**src/pkg/sfcd_pkg.sv**
```systemverilog
/*
 Constants, mode register layout and command encodings for the synchronous
 flash command decoder. Assumes a single 20 MHz system clock.
*/
package sfcd_pkg;
   // ****************************************
   // Mode register layout
   // ****************************************
   localparam int MODE_W = 8;
   localparam int BIT_ID_READ = 7;
   localparam int BIT_ROW_LAT = 6;
   localparam int CL_HI = 5;
   localparam int CL_LO = 3;
   localparam int BIT_ORDER = 2;
   localparam int BL_HI = 1;
   localparam int BL_LO = 0;
   localparam logic [MODE_W-1:0] MODE_RESET = 8'h0059;
   localparam logic [2:0] CL_RESERVED = 3'h0;
   localparam logic [1:0] BL_CODE_4 = 2'h1;
   localparam logic [1:0] BL_CODE_8 = 2'h2;
   localparam logic [1:0] BL_CODE_BOOT = 2'h3;
   localparam logic [1:0] BL_RESERVED = 2'h0;
   localparam logic [3:0] BURST_LEN_4 = 4'h4;
   localparam logic [3:0] BURST_LEN_8 = 4'h8;
   // ****************************************
   // Address and data widths and exit code
   // ****************************************
   localparam int ADDR_W = 13;
   localparam int DATA_W = 32;
   localparam int BOOT_W = 16;
   localparam logic [ADDR_W-1:0] CT_EXIT_MASK = 13'h1c07;
   localparam logic [ADDR_W-1:0] CT_EXIT_CODE = 13'h0805;
   // ****************************************
   // Timing
   // ****************************************
   localparam int CLK_HZ = 20_000_000;
   localparam int IDLE_US = 60;
   localparam int IDLE_CYCLES = (CLK_HZ / 1_000_000) * IDLE_US;
   localparam int MRS_GAP = 3;
   localparam int MASK_DELAY = 2;
   localparam logic [MODE_W-1:0] ID_SHIFT = 8'h0001;
   // ****************************************
   // Types
   // ****************************************
   typedef enum logic [2:0] {
      CMD_NOP, CMD_MODE, CMD_ROW, CMD_READ, CMD_STOP, CMD_PROG
   } cmd_e;
   typedef enum logic [1:0] {ST_RUN, ST_POWER_DOWN, ST_SUSPEND} standby_e;
endpackage

```
**src/pkg/sfcd_burst_if.sv**
```systemverilog
/*
 Carrier between the command decoder and its burst address sequencer.
 Assumes both ends share the system clock.
*/
`timescale 1ns/100ps
interface sfcd_burst_if;
   logic start;
   logic stop;
   logic hold;
   logic interleave;
   logic [3:0] length;
   logic [2:0] start_addr;
   logic active;
   logic [2:0] beat_addr;
   modport ctrl (output start, stop, hold, interleave, length, start_addr,
      input active, beat_addr);
   modport seq (input start, stop, hold, interleave, length, start_addr,
      output active, beat_addr);
endinterface

```
**src/logic/sfcd_decoder.sv**
```systemverilog
/*
 Command decoder and mode register of a synchronous flash on an SDRAM-style
 bus. Assumes pins are driven synchronously to sys_clk by the bus controller;
 the boot-block read path is re-timed here onto sys_clk.
*/
// Overview of operation
// - Mode program: row, column and mode strobes low
// - Row strobe latches row; column starts read
// - Precharge pattern stops burst only while reading
// - Deselect or all strobes high is no-op
// - Clock gate fall enters, rise exits standby
// - Power-down only after 60 us idle
// - Gate low while busy means suspend
// - Output mask hides data two cycles later
// - Width pin picks 32 or 16 bits
// - Program/erase: column strobe with write low
// - Address bit 7 selects identification reads
// - Continuity test entered, left by code
// - Boot block reads follow select and mask
// - Boot block program uses synchronous commands
// - Bits seven, six, two: target, row latency, order
// - Bits five-three column latency; one-zero length
// - Gate low freezes outputs and burst state outside boot mode
// - Burst order sequential or interleaved modulo length
`timescale 1ns/100ps
module sfcd_decoder #(
   parameter int IDLE_LIMIT = sfcd_pkg::IDLE_CYCLES,
   parameter logic [15:0] MAKER_CODE = 16'h005a,   // Arbitrary value
   parameter logic [15:0] PART_CODE = 16'h00c3     // Arbitrary value
) (
   // Clock and reset
   input wire logic sys_clk,
   input wire logic reset,
   // Command strobes
   input wire logic clock_gate,
   input wire logic chip_select_n,
   input wire logic row_strobe_n,
   input wire logic col_strobe_n,
   input wire logic mode_register_strobe_n,
   input wire logic write_strobe_n,
   input wire logic output_mask,
   input wire logic width_select,
   input wire logic fast_supply,
   input wire logic [sfcd_pkg::ADDR_W-1:0] addr,
   // Array side
   input wire logic [sfcd_pkg::DATA_W-1:0] array_data,
   input wire logic [sfcd_pkg::BOOT_W-1:0] boot_data,
   // Data pins
   output logic [sfcd_pkg::DATA_W-1:0] dq_out,
   output logic dq_oe,
   // Status and requests
   output logic [sfcd_pkg::ADDR_W-1:0] row_addr,
   output logic [sfcd_pkg::ADDR_W-1:0] col_addr,
   output logic [2:0] burst_addr,
   output logic burst_active,
   output logic prog_req,
   output logic prog_fast,
   output logic continuity_test,
   output logic double_width_mode,
   output logic boot_mode,
   output logic power_down,
   output logic clock_suspend,
   output logic [sfcd_pkg::MODE_W-1:0] burst_latency_setup
);
   // ****************************************
   // Input synchronisers for the async boot path
   // ****************************************
   logic [2:0] cs_sync;
   logic [2:0] mask_sync;
   logic async_cs_n;
   logic async_mask;

   always_ff @(posedge sys_clk) begin
      if (reset) begin
         cs_sync <= 3'h7;
         mask_sync <= 3'h7;
      end else begin
         cs_sync <= {cs_sync[1:0], chip_select_n};
         mask_sync <= {mask_sync[1:0], output_mask};
      end
   end

   // A change counts only when the last two stages agree
   always_ff @(posedge sys_clk) begin
      if (reset) begin
         async_cs_n <= 1'b1;
         async_mask <= 1'b1;
      end else begin
         if (cs_sync[1] == cs_sync[2]) begin
            async_cs_n <= cs_sync[2];
         end
         if (mask_sync[1] == mask_sync[2]) begin
            async_mask <= mask_sync[2];
         end
      end
   end

   // ****************************************
   // Command decode
   // ****************************************
   logic gate_prev;
   sfcd_pkg::cmd_e cmd;
   logic [sfcd_pkg::MODE_W-1:0] mode;

   always_comb begin
      cmd = sfcd_pkg::CMD_NOP;
      if (gate_prev && !chip_select_n) begin
         unique case ({row_strobe_n, col_strobe_n, mode_register_strobe_n})
            3'b000: cmd = sfcd_pkg::CMD_MODE;
            3'b011: cmd = sfcd_pkg::CMD_ROW;
            3'b010: cmd = sfcd_pkg::CMD_STOP;
            3'b101, 3'b100: begin
               if (!write_strobe_n) begin
                  cmd = sfcd_pkg::CMD_PROG;
               end else if (mode_register_strobe_n) begin
                  cmd = sfcd_pkg::CMD_READ;
               end
            end
            default: cmd = sfcd_pkg::CMD_NOP;
         endcase
      end
   end

   always_ff @(posedge sys_clk) begin
      if (reset) begin
         gate_prev <= 1'b1;
      end else begin
         gate_prev <= clock_gate;
      end
   end

   // ****************************************
   // Mode register and width strap
   // ****************************************
   logic width_caught;

   always_ff @(posedge sys_clk) begin
      if (reset) begin
         mode <= sfcd_pkg::MODE_RESET;
      end else if (cmd == sfcd_pkg::CMD_MODE) begin
         mode <= addr[sfcd_pkg::MODE_W-1:0];
      end
   end

   // Width is caught once after reset; later changes are ignored
   always_ff @(posedge sys_clk) begin
      if (reset) begin
         width_caught <= 1'b0;
         double_width_mode <= 1'b0;
      end else if (!width_caught) begin
         width_caught <= 1'b1;
         double_width_mode <= width_select;
      end
   end

   assign burst_latency_setup = mode;

   // ****************************************
   // Standby and idle timer
   // ****************************************
   logic [$clog2(sfcd_pkg::IDLE_CYCLES+1)-1:0] idle_cnt;
   logic idle_long;
   logic busy;
   logic row_open;

   assign idle_long = (idle_cnt >= IDLE_LIMIT[$bits(idle_cnt)-1:0]);
   assign busy = burst_active || row_open;

   always_ff @(posedge sys_clk) begin
      if (reset || cmd != sfcd_pkg::CMD_NOP) begin
         idle_cnt <= '0;
      end else if (!idle_long) begin
         idle_cnt <= idle_cnt + 1'b1;
      end
   end

   always_ff @(posedge sys_clk) begin
      if (reset) begin
         power_down <= 1'b0;
         clock_suspend <= 1'b0;
      end else if (gate_prev && !clock_gate) begin
         power_down <= idle_long && !busy;
         clock_suspend <= !(idle_long && !busy);
      end else if (!gate_prev && clock_gate) begin
         power_down <= 1'b0;
         clock_suspend <= 1'b0;
      end
   end

   // ****************************************
   // Addresses, burst and program requests
   // ****************************************
   sfcd_burst_if bif();

   sfcd_burst_seq u_seq (
      .sys_clk(sys_clk),
      .reset(reset),
      .bus(bif.seq)
   );

   assign bif.start = (cmd == sfcd_pkg::CMD_READ) && !continuity_test;
   assign bif.stop = (cmd == sfcd_pkg::CMD_STOP) && bif.active;
   assign bif.hold = !gate_prev;
   assign bif.interleave = mode[sfcd_pkg::BIT_ORDER];
   assign bif.length = (mode[sfcd_pkg::BL_HI:sfcd_pkg::BL_LO] == sfcd_pkg::BL_CODE_8) ?
      sfcd_pkg::BURST_LEN_8 : sfcd_pkg::BURST_LEN_4;
   assign bif.start_addr = addr[2:0];

   always_ff @(posedge sys_clk) begin
      if (reset) begin
         row_addr <= '0;
         row_open <= 1'b0;
      end else if (cmd == sfcd_pkg::CMD_ROW) begin
         row_addr <= addr;
         row_open <= 1'b1;
      end else if (cmd == sfcd_pkg::CMD_STOP || cmd == sfcd_pkg::CMD_MODE) begin
         row_open <= 1'b0;
      end
   end

   always_ff @(posedge sys_clk) begin
      if (reset) begin
         col_addr <= '0;
      end else if (cmd == sfcd_pkg::CMD_READ || cmd == sfcd_pkg::CMD_PROG) begin
         col_addr <= addr;
      end
   end

   always_ff @(posedge sys_clk) begin
      if (reset) begin
         burst_active <= 1'b0;
         burst_addr <= 3'h0;
      end else begin
         burst_active <= bif.active;
         burst_addr <= bif.beat_addr;
      end
   end

   // Program requests pass even in boot mode; select high or gate low blocks both, continuity test blocks prog_req but not prog_fast
   always_ff @(posedge sys_clk) begin
      if (reset) begin
         prog_req <= 1'b0;
         prog_fast <= 1'b0;
      end else begin
         prog_req <= (cmd == sfcd_pkg::CMD_PROG) && !continuity_test;
         prog_fast <= (cmd == sfcd_pkg::CMD_PROG) && fast_supply;
      end
   end

   always_ff @(posedge sys_clk) begin
      if (reset) begin
         continuity_test <= 1'b0;
      end else if (continuity_test &&
                   (addr & sfcd_pkg::CT_EXIT_MASK) == sfcd_pkg::CT_EXIT_CODE) begin
         continuity_test <= 1'b0;
      end else if (cmd == sfcd_pkg::CMD_PROG && addr[sfcd_pkg::ADDR_W-1]) begin
         continuity_test <= 1'b1;
      end
   end

   logic next_boot_mode;
   assign next_boot_mode = (mode[sfcd_pkg::BL_HI:sfcd_pkg::BL_LO] == sfcd_pkg::BL_CODE_BOOT);

   always_ff @(posedge sys_clk) begin
      if (reset) begin
         boot_mode <= 1'b0;
      end else begin
         boot_mode <= next_boot_mode;
      end
   end

   // ****************************************
   // Data output and mask pipeline
   // ****************************************
   logic [sfcd_pkg::MASK_DELAY-1:0] mask_pipe;
   logic [sfcd_pkg::DATA_W-1:0] read_word;

   always_comb begin
      if (mode[sfcd_pkg::BIT_ID_READ]) begin
         read_word = {PART_CODE, MAKER_CODE};
      end else if (double_width_mode) begin
         read_word = array_data;
      end else begin
         read_word = {16'h0000, col_addr[0] ? array_data[31:16] : array_data[15:0]};
      end
   end

   always_ff @(posedge sys_clk) begin
      if (reset) begin
         mask_pipe <= '1;
      end else if (gate_prev) begin
         mask_pipe <= {mask_pipe[0], output_mask};
      end
   end

   always_ff @(posedge sys_clk) begin
      if (reset) begin
         dq_out <= '0;
         dq_oe <= 1'b0;
      end else if (boot_mode) begin
         dq_out <= {16'h0000, boot_data};
         dq_oe <= !async_cs_n && !async_mask;
      end else if (gate_prev) begin
         dq_out <= read_word;
         dq_oe <= bif.active && !mask_pipe[sfcd_pkg::MASK_DELAY-1];
      end
   end
endmodule // sfcd_decoder

```
**src/logic/sfcd_burst_seq.sv**
```systemverilog
/*
 Burst address sequencer: walks the low column bits in sequential or
 interleaved order. Assumes the controller gives lengths of 4 or 8 only.
*/
`timescale 1ns/100ps
module sfcd_burst_seq (
   // Clock and reset
   input wire logic sys_clk,
   input wire logic reset,
   // Controller side
   sfcd_burst_if.seq bus
);
   logic [3:0] beat;
   logic [3:0] len;
   logic [2:0] base;
   logic ilv;
   logic [2:0] mask;
   logic [2:0] offs;

   assign mask = (len == sfcd_pkg::BURST_LEN_8) ? 3'h7 : 3'h3;
   assign offs = ilv ? (base ^ beat[2:0]) : (base + beat[2:0]);
   assign bus.beat_addr = (base & ~mask) | (offs & mask);

   always_ff @(posedge sys_clk) begin
      if (reset) begin
         bus.active <= 1'b0;
         beat <= 4'h0;
         len <= sfcd_pkg::BURST_LEN_4;
         base <= 3'h0;
         ilv <= 1'b0;
      end else if (bus.start) begin
         bus.active <= 1'b1;
         beat <= 4'h0;
         len <= bus.length;
         base <= bus.start_addr;
         ilv <= bus.interleave;
      end else if (bus.stop) begin
         bus.active <= 1'b0;
      end else if (bus.active && !bus.hold) begin
         beat <= beat + 4'h1;
         if (beat + 4'h1 == len) begin
            bus.active <= 1'b0;
         end
      end
   end
endmodule // sfcd_burst_seq

```
**config.mk**
```make
export PLATFORM = sky130hd
export DESIGN_NAME = sfcd_decoder
export DESIGN_NICKNAME = d
export VERILOG_FILES = /design/src/pkg/sfcd_pkg.sv /design/src/pkg/sfcd_burst_if.sv /design/src/logic/sfcd_decoder.sv /design/src/logic/sfcd_burst_seq.sv
export SDC_FILE = /design/constraint.sdc
export NUM_CORES = 1
export LEC_CHECK = 0
export ABC_AREA = 1
export BUFFER_PORTS_ARGS = -buffer_cell sky130_fd_sc_hd__buf_2
export CELL_PAD_IN_SITES_DETAIL_PLACEMENT = 1
export CELL_PAD_IN_SITES_GLOBAL_PLACEMENT = 1
export CORE_ASPECT_RATIO = 0.7
export CORE_MARGIN = 2
export CORE_UTILIZATION = 39
export CTS_BUF_LIST = sky130_fd_sc_hd__clkbuf_16
export DETAILED_ROUTE_END_ITERATION = 8
export PLACE_DENSITY = 0.93
export REMOVE_ABC_BUFFERS = 1
export SLEW_MARGIN = 20
export SYNTH_ARGS = -nofsm -noshare
export SYNTH_HDL_FRONTEND = slang
export SYNTH_SLANG_ARGS = --single-unit
```
**constraint.sdc**
```tcl
create_clock -name sys_clk -period 2.2 [get_ports sys_clk]
set_input_delay 0.66 -clock sys_clk [delete_from_list [all_inputs] [get_ports sys_clk]]
set_output_delay 0.66 -clock sys_clk [all_outputs]
set_load 0.01 [all_outputs]
```
==> flow_metrics.tcl, run 1 <==
set metrics [dict create \
    status "finished, final reports clean" \
    cts_buffers 17 \
    critical_path.startpoint "u_seq.beat[0]" \
    synth_top_family_by_area "simple AND/OR/NAND/NOR gates" \
    yosysTopAreaCell "dfxtp_1" \
    synthesis.instances 637 \
    cp.required_ns 2.50 \
    port_buffers 149 \
    synth_area_leaders "dfxtp_1, nand2_1, nor2_1, inv_1, o21ai_0" \
    avgSynthCellArea_sq_um 7.51 \
    worst_slew_pin_slew_ns 0.707 \
    synth_compound_area_frac 0.166 \
    die-area_sq_um 13200 \
    drtPass1Iterations 4 \
    cts_resized 0 \
    slew_violations 0 \
    nets 868 \
    fin_cells 959 \
    cp.arrival_ns 2.19 \
    cp_slowest_cell "dfxtp_1" \
    p_switching_mw 1.33 \
    area_growth_pct 31.2 \
    grt_pass1_vias 5406 \
    critPathMostFrequentCell "nor2_1" \
    leakage_nw 2.93 \
    die_x_um 136 \
    yosys.area_share.simple 0.251 \
    hold_ws_ns 0.414 \
    ios 150 \
    critPathMaxFanout 6 \
    path_cells "ha_1 -> inv_1 -> fa_1 -> nor2_1 -> nor2_1 -> nor2_1 -> nand2_1 -> o21ai_0 -> a21oi_1" \
    post-place-cells 927 \
    post_synth_num_cell_types 42 \
    dp_hpwl_um 11800 \
    hold_path_class "flip-flop to flip-flop" \
    critical_path.max_stage_delay_ns 0.48 \
    yosys-mux-area-fraction 0 \
    drc 0 \
    layout-drive-gt1-share 0.261 \
    gp_congestion 0.823 \
    ys_ff_latch 113 \
    clockBufferDepth 2 \
    fin_area_sq_um 6280 \
    utilization 0.530 \
    hold_viol 0 \
    grt_pass1_wl_um 26900 \
    path_class "flip-flop to flip-flop" \
    async_reset_ff_frac 0 \
    layout_min_cycle_time_ns 1.90 \
    synth_edf_count 0 \
    synth.most_common_cell "nand2_1" \
    clockPowerShare 0.510 \
    grt_usage 0.262 \
    cts_max_level 4 \
    min_from "cs_sync[0]" \
    die_h_um 96.7 \
    period_share 0.862 \
    internal_power_mw 4.19 \
    tritoncts "done" \
    vias 4954 \
    end_kind "flip-flop" \
    cts_sinks 113 \
    fmax_mhz 527 \
    drt_iter0_drc 151 \
    yosysWarningCount 0 \
    ys.flop_type "dfxtp_1" \
    finalPower_mw 5.52 \
    place_area_sq_um 5680 \
    fin_setup_tns_ns 0 \
    routed_via_density 5.17 \
    row_count 33 \
    synth_seq_area_share 0.473 \
    core_sq_um 11900 \
    rsz0062_at_grt "no" \
    syn_area_sq_um 4780 \
    cts_hold_buf 0 \
    power_frac_seq 0.396 \
    setup_viol 0 \
    grt_max_degree 39 \
    r2r_start "u_seq.beat[0]" \
    cts_setup_buffers 0 \
    cp_top_family "adder cells" \
    antennaDiodeCount 0 \
    fill_cells 1538 \
    drt_wl_total_um 16700 \
    pwr-share-comb 0.094 \
    powerDensity_nw_per_um2 880 \
    cts.reportedPaths.clkPinSlew_ns 0.05 \
    layout_setup_ws_ns 0.303 \
    clkLatencyLatePin_ns 0.41 \
    post_synth_fa_ha_maj_area_fraction 0.0199 \
    synthTopCellsByCount "nand2_1, dfxtp_1, nor2_1, inv_1, o21ai_0" \
    yosysTopAreaCellShare 0.473 \
    overflow 0 \
    ant_nets 0 \
    cts_root_buffer "clkbuf_16" \
    antenna_found_initial 0 \
    start_util 0.404 \
    finalClockSkew_ns 0.00700 \
    ir_drop_mv 0.545 \
    wl_per_cell_um 17.4 \
    timing.slew.headroom 0.527 \
    cap_violations 0 \
    pre_cts_slack_ns 0.151 \
    start_kind "flip-flop" \
    switching_share 0.241 \
    worst-path-buf-inv 1 \
    synth_xor_xnor_area_share 0.00549 \
]
[sequential cells by signal (all words and copies together) (netlist names), 2 cells and up]
register / count
burst_addr: 3
mask_pipe: 2
idle_cnt: 11
burst_latency_setup: 8
u_seq.base: 3
dq_out: 32
cs_sync: 3
row_addr: 13
u_seq.len: 2
mask_sync: 3
u_seq.beat: 4
col_addr: 13
[power groups by stage]
| stage | sequential, mW | combinational [mW] | clock (mW) |
|---|---|---|---|
| detailed placement | 2.23 | 0.510 | 0 |
| finish | 2.19 | 0.519 | 2.82 |
| global route | 2.20 | 0.573 | 2.95 |
| CTS | 2.19 | 0.521 | 2.85 |
| floorplan | 2.25 | 0.217 | 0 |
| global placement | 2.22 | 0.480 | 0 |
[cells by family (layout without fill, tap and decap cells)]
logic type      count (synthesis)  in the layout
fa+ha+maj                       7              7
buf+inv                        99            264
flops                         113            113
simple gates                  276            276
compound gates                139            139
xor+xnor                        3              3
[path summary, 6_finish.rpt]
kind	endpoint	slack [ns]	cells past startpoint
worst max-delay path	burst_addr[2]	0.30	9
worst min-delay path	cs_sync[1]	0.41	1
worst max register to register	burst_addr[2]	0.30	9
worst min register to register	cs_sync[1]	0.41	1
[layout by cell type (no fill, tap or decap), types with 3 or more instances in the layout]
cell type | netlist | routed
a21oi_1 | 46 | 46
a221oi_1 | 4 | 4
a31oi_1 | 12 | 12
buf_2 | 0 | 149
buf_4 | 3 | 11
bufinv_16 | 0 | 4
clkbuf_16 | 0 | 17
clkinv_1 | 0 | 5
clkinv_2 | 0 | 3
dfxtp_1 | 113 | 113
ha_1 | 6 | 6
inv_1 | 67 | 68
inv_2 | 4 | 4
nand2_1 | 132 | 132
nand3_1 | 28 | 28
nand4_1 | 5 | 5
nor2_1 | 88 | 88
nor2_4 | 3 | 3
nor3_1 | 3 | 3
o211ai_1 | 5 | 5
o21a_1 | 12 | 12
o21ai_0 | 48 | 48
o21ai_1 | 4 | 4
or2_2 | 5 | 5
[layout make-up]
class                           count  area [sq um]  share of cell area
Clock inverter                     15           174              0.0277
Timing Repair Buffer              160           828               0.132
Inverter                           72           273              0.0434
Multi-Input combinational cell    425          2120               0.338
Tap cell                          157           196              0.0313
Clock buffer                       17           425              0.0677
Sequential cell                   113          2260               0.360
[metal layers]
layer | share of wire | up-vias | GRT usage
li1 | - | 2366 | -
met1 | 0.42 | 2421 | 0.293
met2 | 0.51 | 145 | 0.476
met3 | 0.065 | 22 | 0.0770
met4 | 0.012 | 0 | 0.0753
met5 | 0 | - | 0
[worst reg2reg max path: cells and delay by family (launching register included)]
kind	cells	cell delay, ns
adder cells (fa/ha/maj)	2	0.56
flip-flops	1	0.48
AND/OR/NAND/NOR	4	0.46
AO/OA/AOI/OAI	2	0.24
buffers and inverters	1	0.05
No activity file was read; power rests on OpenSTA's default activity.
==> inputs of run 2 (changes only) <==
--- a/config.mk
+++ b/config.mk
@@ -6,15 +6,15 @@
 export NUM_CORES = 1
 export LEC_CHECK = 0
 export ABC_AREA = 1
-export BUFFER_PORTS_ARGS = -buffer_cell sky130_fd_sc_hd__buf_2
 export CELL_PAD_IN_SITES_DETAIL_PLACEMENT = 1
 export CELL_PAD_IN_SITES_GLOBAL_PLACEMENT = 1
 export CORE_ASPECT_RATIO = 0.7
 export CORE_MARGIN = 2
-export CORE_UTILIZATION = 39
+export CORE_UTILIZATION = 45
 export CTS_BUF_LIST = sky130_fd_sc_hd__clkbuf_16
 export DETAILED_ROUTE_END_ITERATION = 8
-export PLACE_DENSITY = 0.93
+export DONT_BUFFER_PORTS = 1
+export PLACE_DENSITY = 0.87
 export REMOVE_ABC_BUFFERS = 1
 export SLEW_MARGIN = 20
 export SYNTH_ARGS = -nofsm -noshare
==> run 2 against run 1 <==
Net effect:
- via count down 12%
- critical path depth down 8
- count of clock-buffer cells in the layout unchanged
- highest routed layer unchanged
- flip-flop and latch count unchanged
- combinational power down 41%
- total power up 0.34%
- die area down 13%
- routed wire length down 11%
- clock power up 6%
- largest power group unchanged
- register-to-register slack better by 0.14 ns
- clock skew up 0.0017 ns
- sequential power up 2%
==> flow_metrics.tcl, run 2 (synthesized netlist as in run 1, its figures left out) <==
set metrics [dict create \
    r2r_start "u_seq.beat[0]" \
    clkLatencyLatePin_ns 0.41 \
    dp_hpwl_um 10500 \
    grt_max_degree 40 \
    place_area_sq_um 4900 \
    finalClockSkew_ns 0.00867 \
    drtPass1Iterations 5 \
    utilization 0.535 \
    die_x_um 127 \
    cts_root_buffer "clkbuf_16" \
    multi_input_area_sq_um 2120 \
    vias 4339 \
    cts_sinks 113 \
    grt_usage 0.263 \
    layout-drive-gt1-share 0.0949 \
    cts_max_level 4 \
    ant_nets 0 \
    drt_iter0_drc 325 \
    top_layer "met4" \
    cp_slowest_cell "dfxtp_1" \
    wl_per_cell_um 18.8 \
    die-area_sq_um 11500 \
    cts.reportedPaths.clkPinSlew_ns 0.05 \
    start_util 0.462 \
    cp.arrival_ns 1.25 \
    met2_length_um 7210 \
    fin_setup_tns_ns 0 \
    core_sq_um 10400 \
    wl_met3_um 1040 \
    ios 150 \
    overflow 0 \
    largest_reg_flops 32 \
    wl_met1_um 6270 \
    path_class "flip-flop to output pin" \
    leakage_nw 2.26 \
    ir_drop_mv 0.594 \
    layout_min_cycle_time_ns 1.91 \
    fin_cells 785 \
    worst-path-buf-inv 1 \
    largest_register "dq_out" \
    cp.required_ns 1.54 \
    tritoncts "done" \
    routed_via_density 5.53 \
    end_kind "output pin" \
    area_growth_pct 15.9 \
    post-place-cells 753 \
    slew_violations 0 \
    setup_viol 0 \
    layout_setup_ws_ns 0.291 \
    grt_pass1_vias 4730 \
    critical_path.max_stage_delay_ns 0.56 \
    fmax_mhz 524 \
    min_from "reset" \
    drt_wl_total_um 14800 \
    r2r_setup_slack_ns 0.44 \
    final_cell_mix "nand2_1, dfxtp_1, nor2_1" \
    finalPower_mw 5.54 \
    nets 719 \
    port_buffers 0 \
    worst_slew_pin_slew_ns 0.929 \
    final_common_cell "nand2_1" \
    hold_path_class "input port to flip-flop" \
    pre_cts_slack_ns 0.280 \
    period_share 0.868 \
    reg.largest.list "dq_out x32, col_addr x13, row_addr x13" \
    path_cells "buf_4" \
    powerDensity_nw_per_um2 1000 \
    hold_ws_ns 0.318 \
    clockBufferDepth 2 \
    fill_cells 1278 \
    drc 0 \
    rsz0062_at_grt "no" \
    hold_viol 0 \
    cp_top_family "flip-flops" \
    critical_path.startpoint "boot_mode" \
    status "finished, final reports clean" \
    cts_buffers 17 \
    grt_pass1_wl_um 23800 \
    cts_hold_buf 0 \
    timing.slew.headroom 0.380 \
    start_kind "flip-flop" \
    cap_violations 0 \
    regArea_sq_um 2260 \
    fin_area_sq_um 5540 \
    row_count 31 \
    critPathMaxFanout 10 \
    die_h_um 90.3 \
    cts_setup_buffers 0 \
    antenna_found_initial 0 \
    antennaDiodeCount 0 \
    cts_resized 0 \
    gp_congestion 0.826 \
]
[run 2: changes by cell type in the layout (fill, tap and decap cells not counted)]
| cell | change |
|---|---|
| buf_2 | -149 |
| bufinv_16 | +1 |
| clkinv_1 | -2 |
| clkinv_2 | -3 |
| clkinv_4 | +1 |
| clkinvlp_4 | +1 |
| inv_6 | +2 |
[run 2: final cells by class]
class	count	share of cell area
inverter	72	0.0492
tap	132	0.0298
clock inverter	15	0.0388
sequential	113	0.408
clock buffer	17	0.0767
timing repair buffer	11	0.0149
multi-input combinational	425	0.383
[run 2: per-layer routing]
layer,GRT usage,up-vias
met5,0,-
met4,0.0916,0
met3,0.0895,31
met2,0.459,143
met1,0.301,2088
li1,-,2077
[run 2: report_power, final]
group          leakage (nW)  switching, mW  total, mW  internal [mW]
logic                  1.03          0.197      0.307          0.110
registers             0.922          0.100       2.23           2.13
clock network         0.308           1.00       3.00           2.00
total                  2.26           1.30       5.54           4.24
[run 2: path summary, 6_finish.rpt]
kind / to / cells past startpoint
worst max register to register: burst_addr[2] / 9
worst min register to register: mask_sync[1] / 1
worst max-delay path: boot_mode / 1
worst min-delay path: dq_out[0] / 1
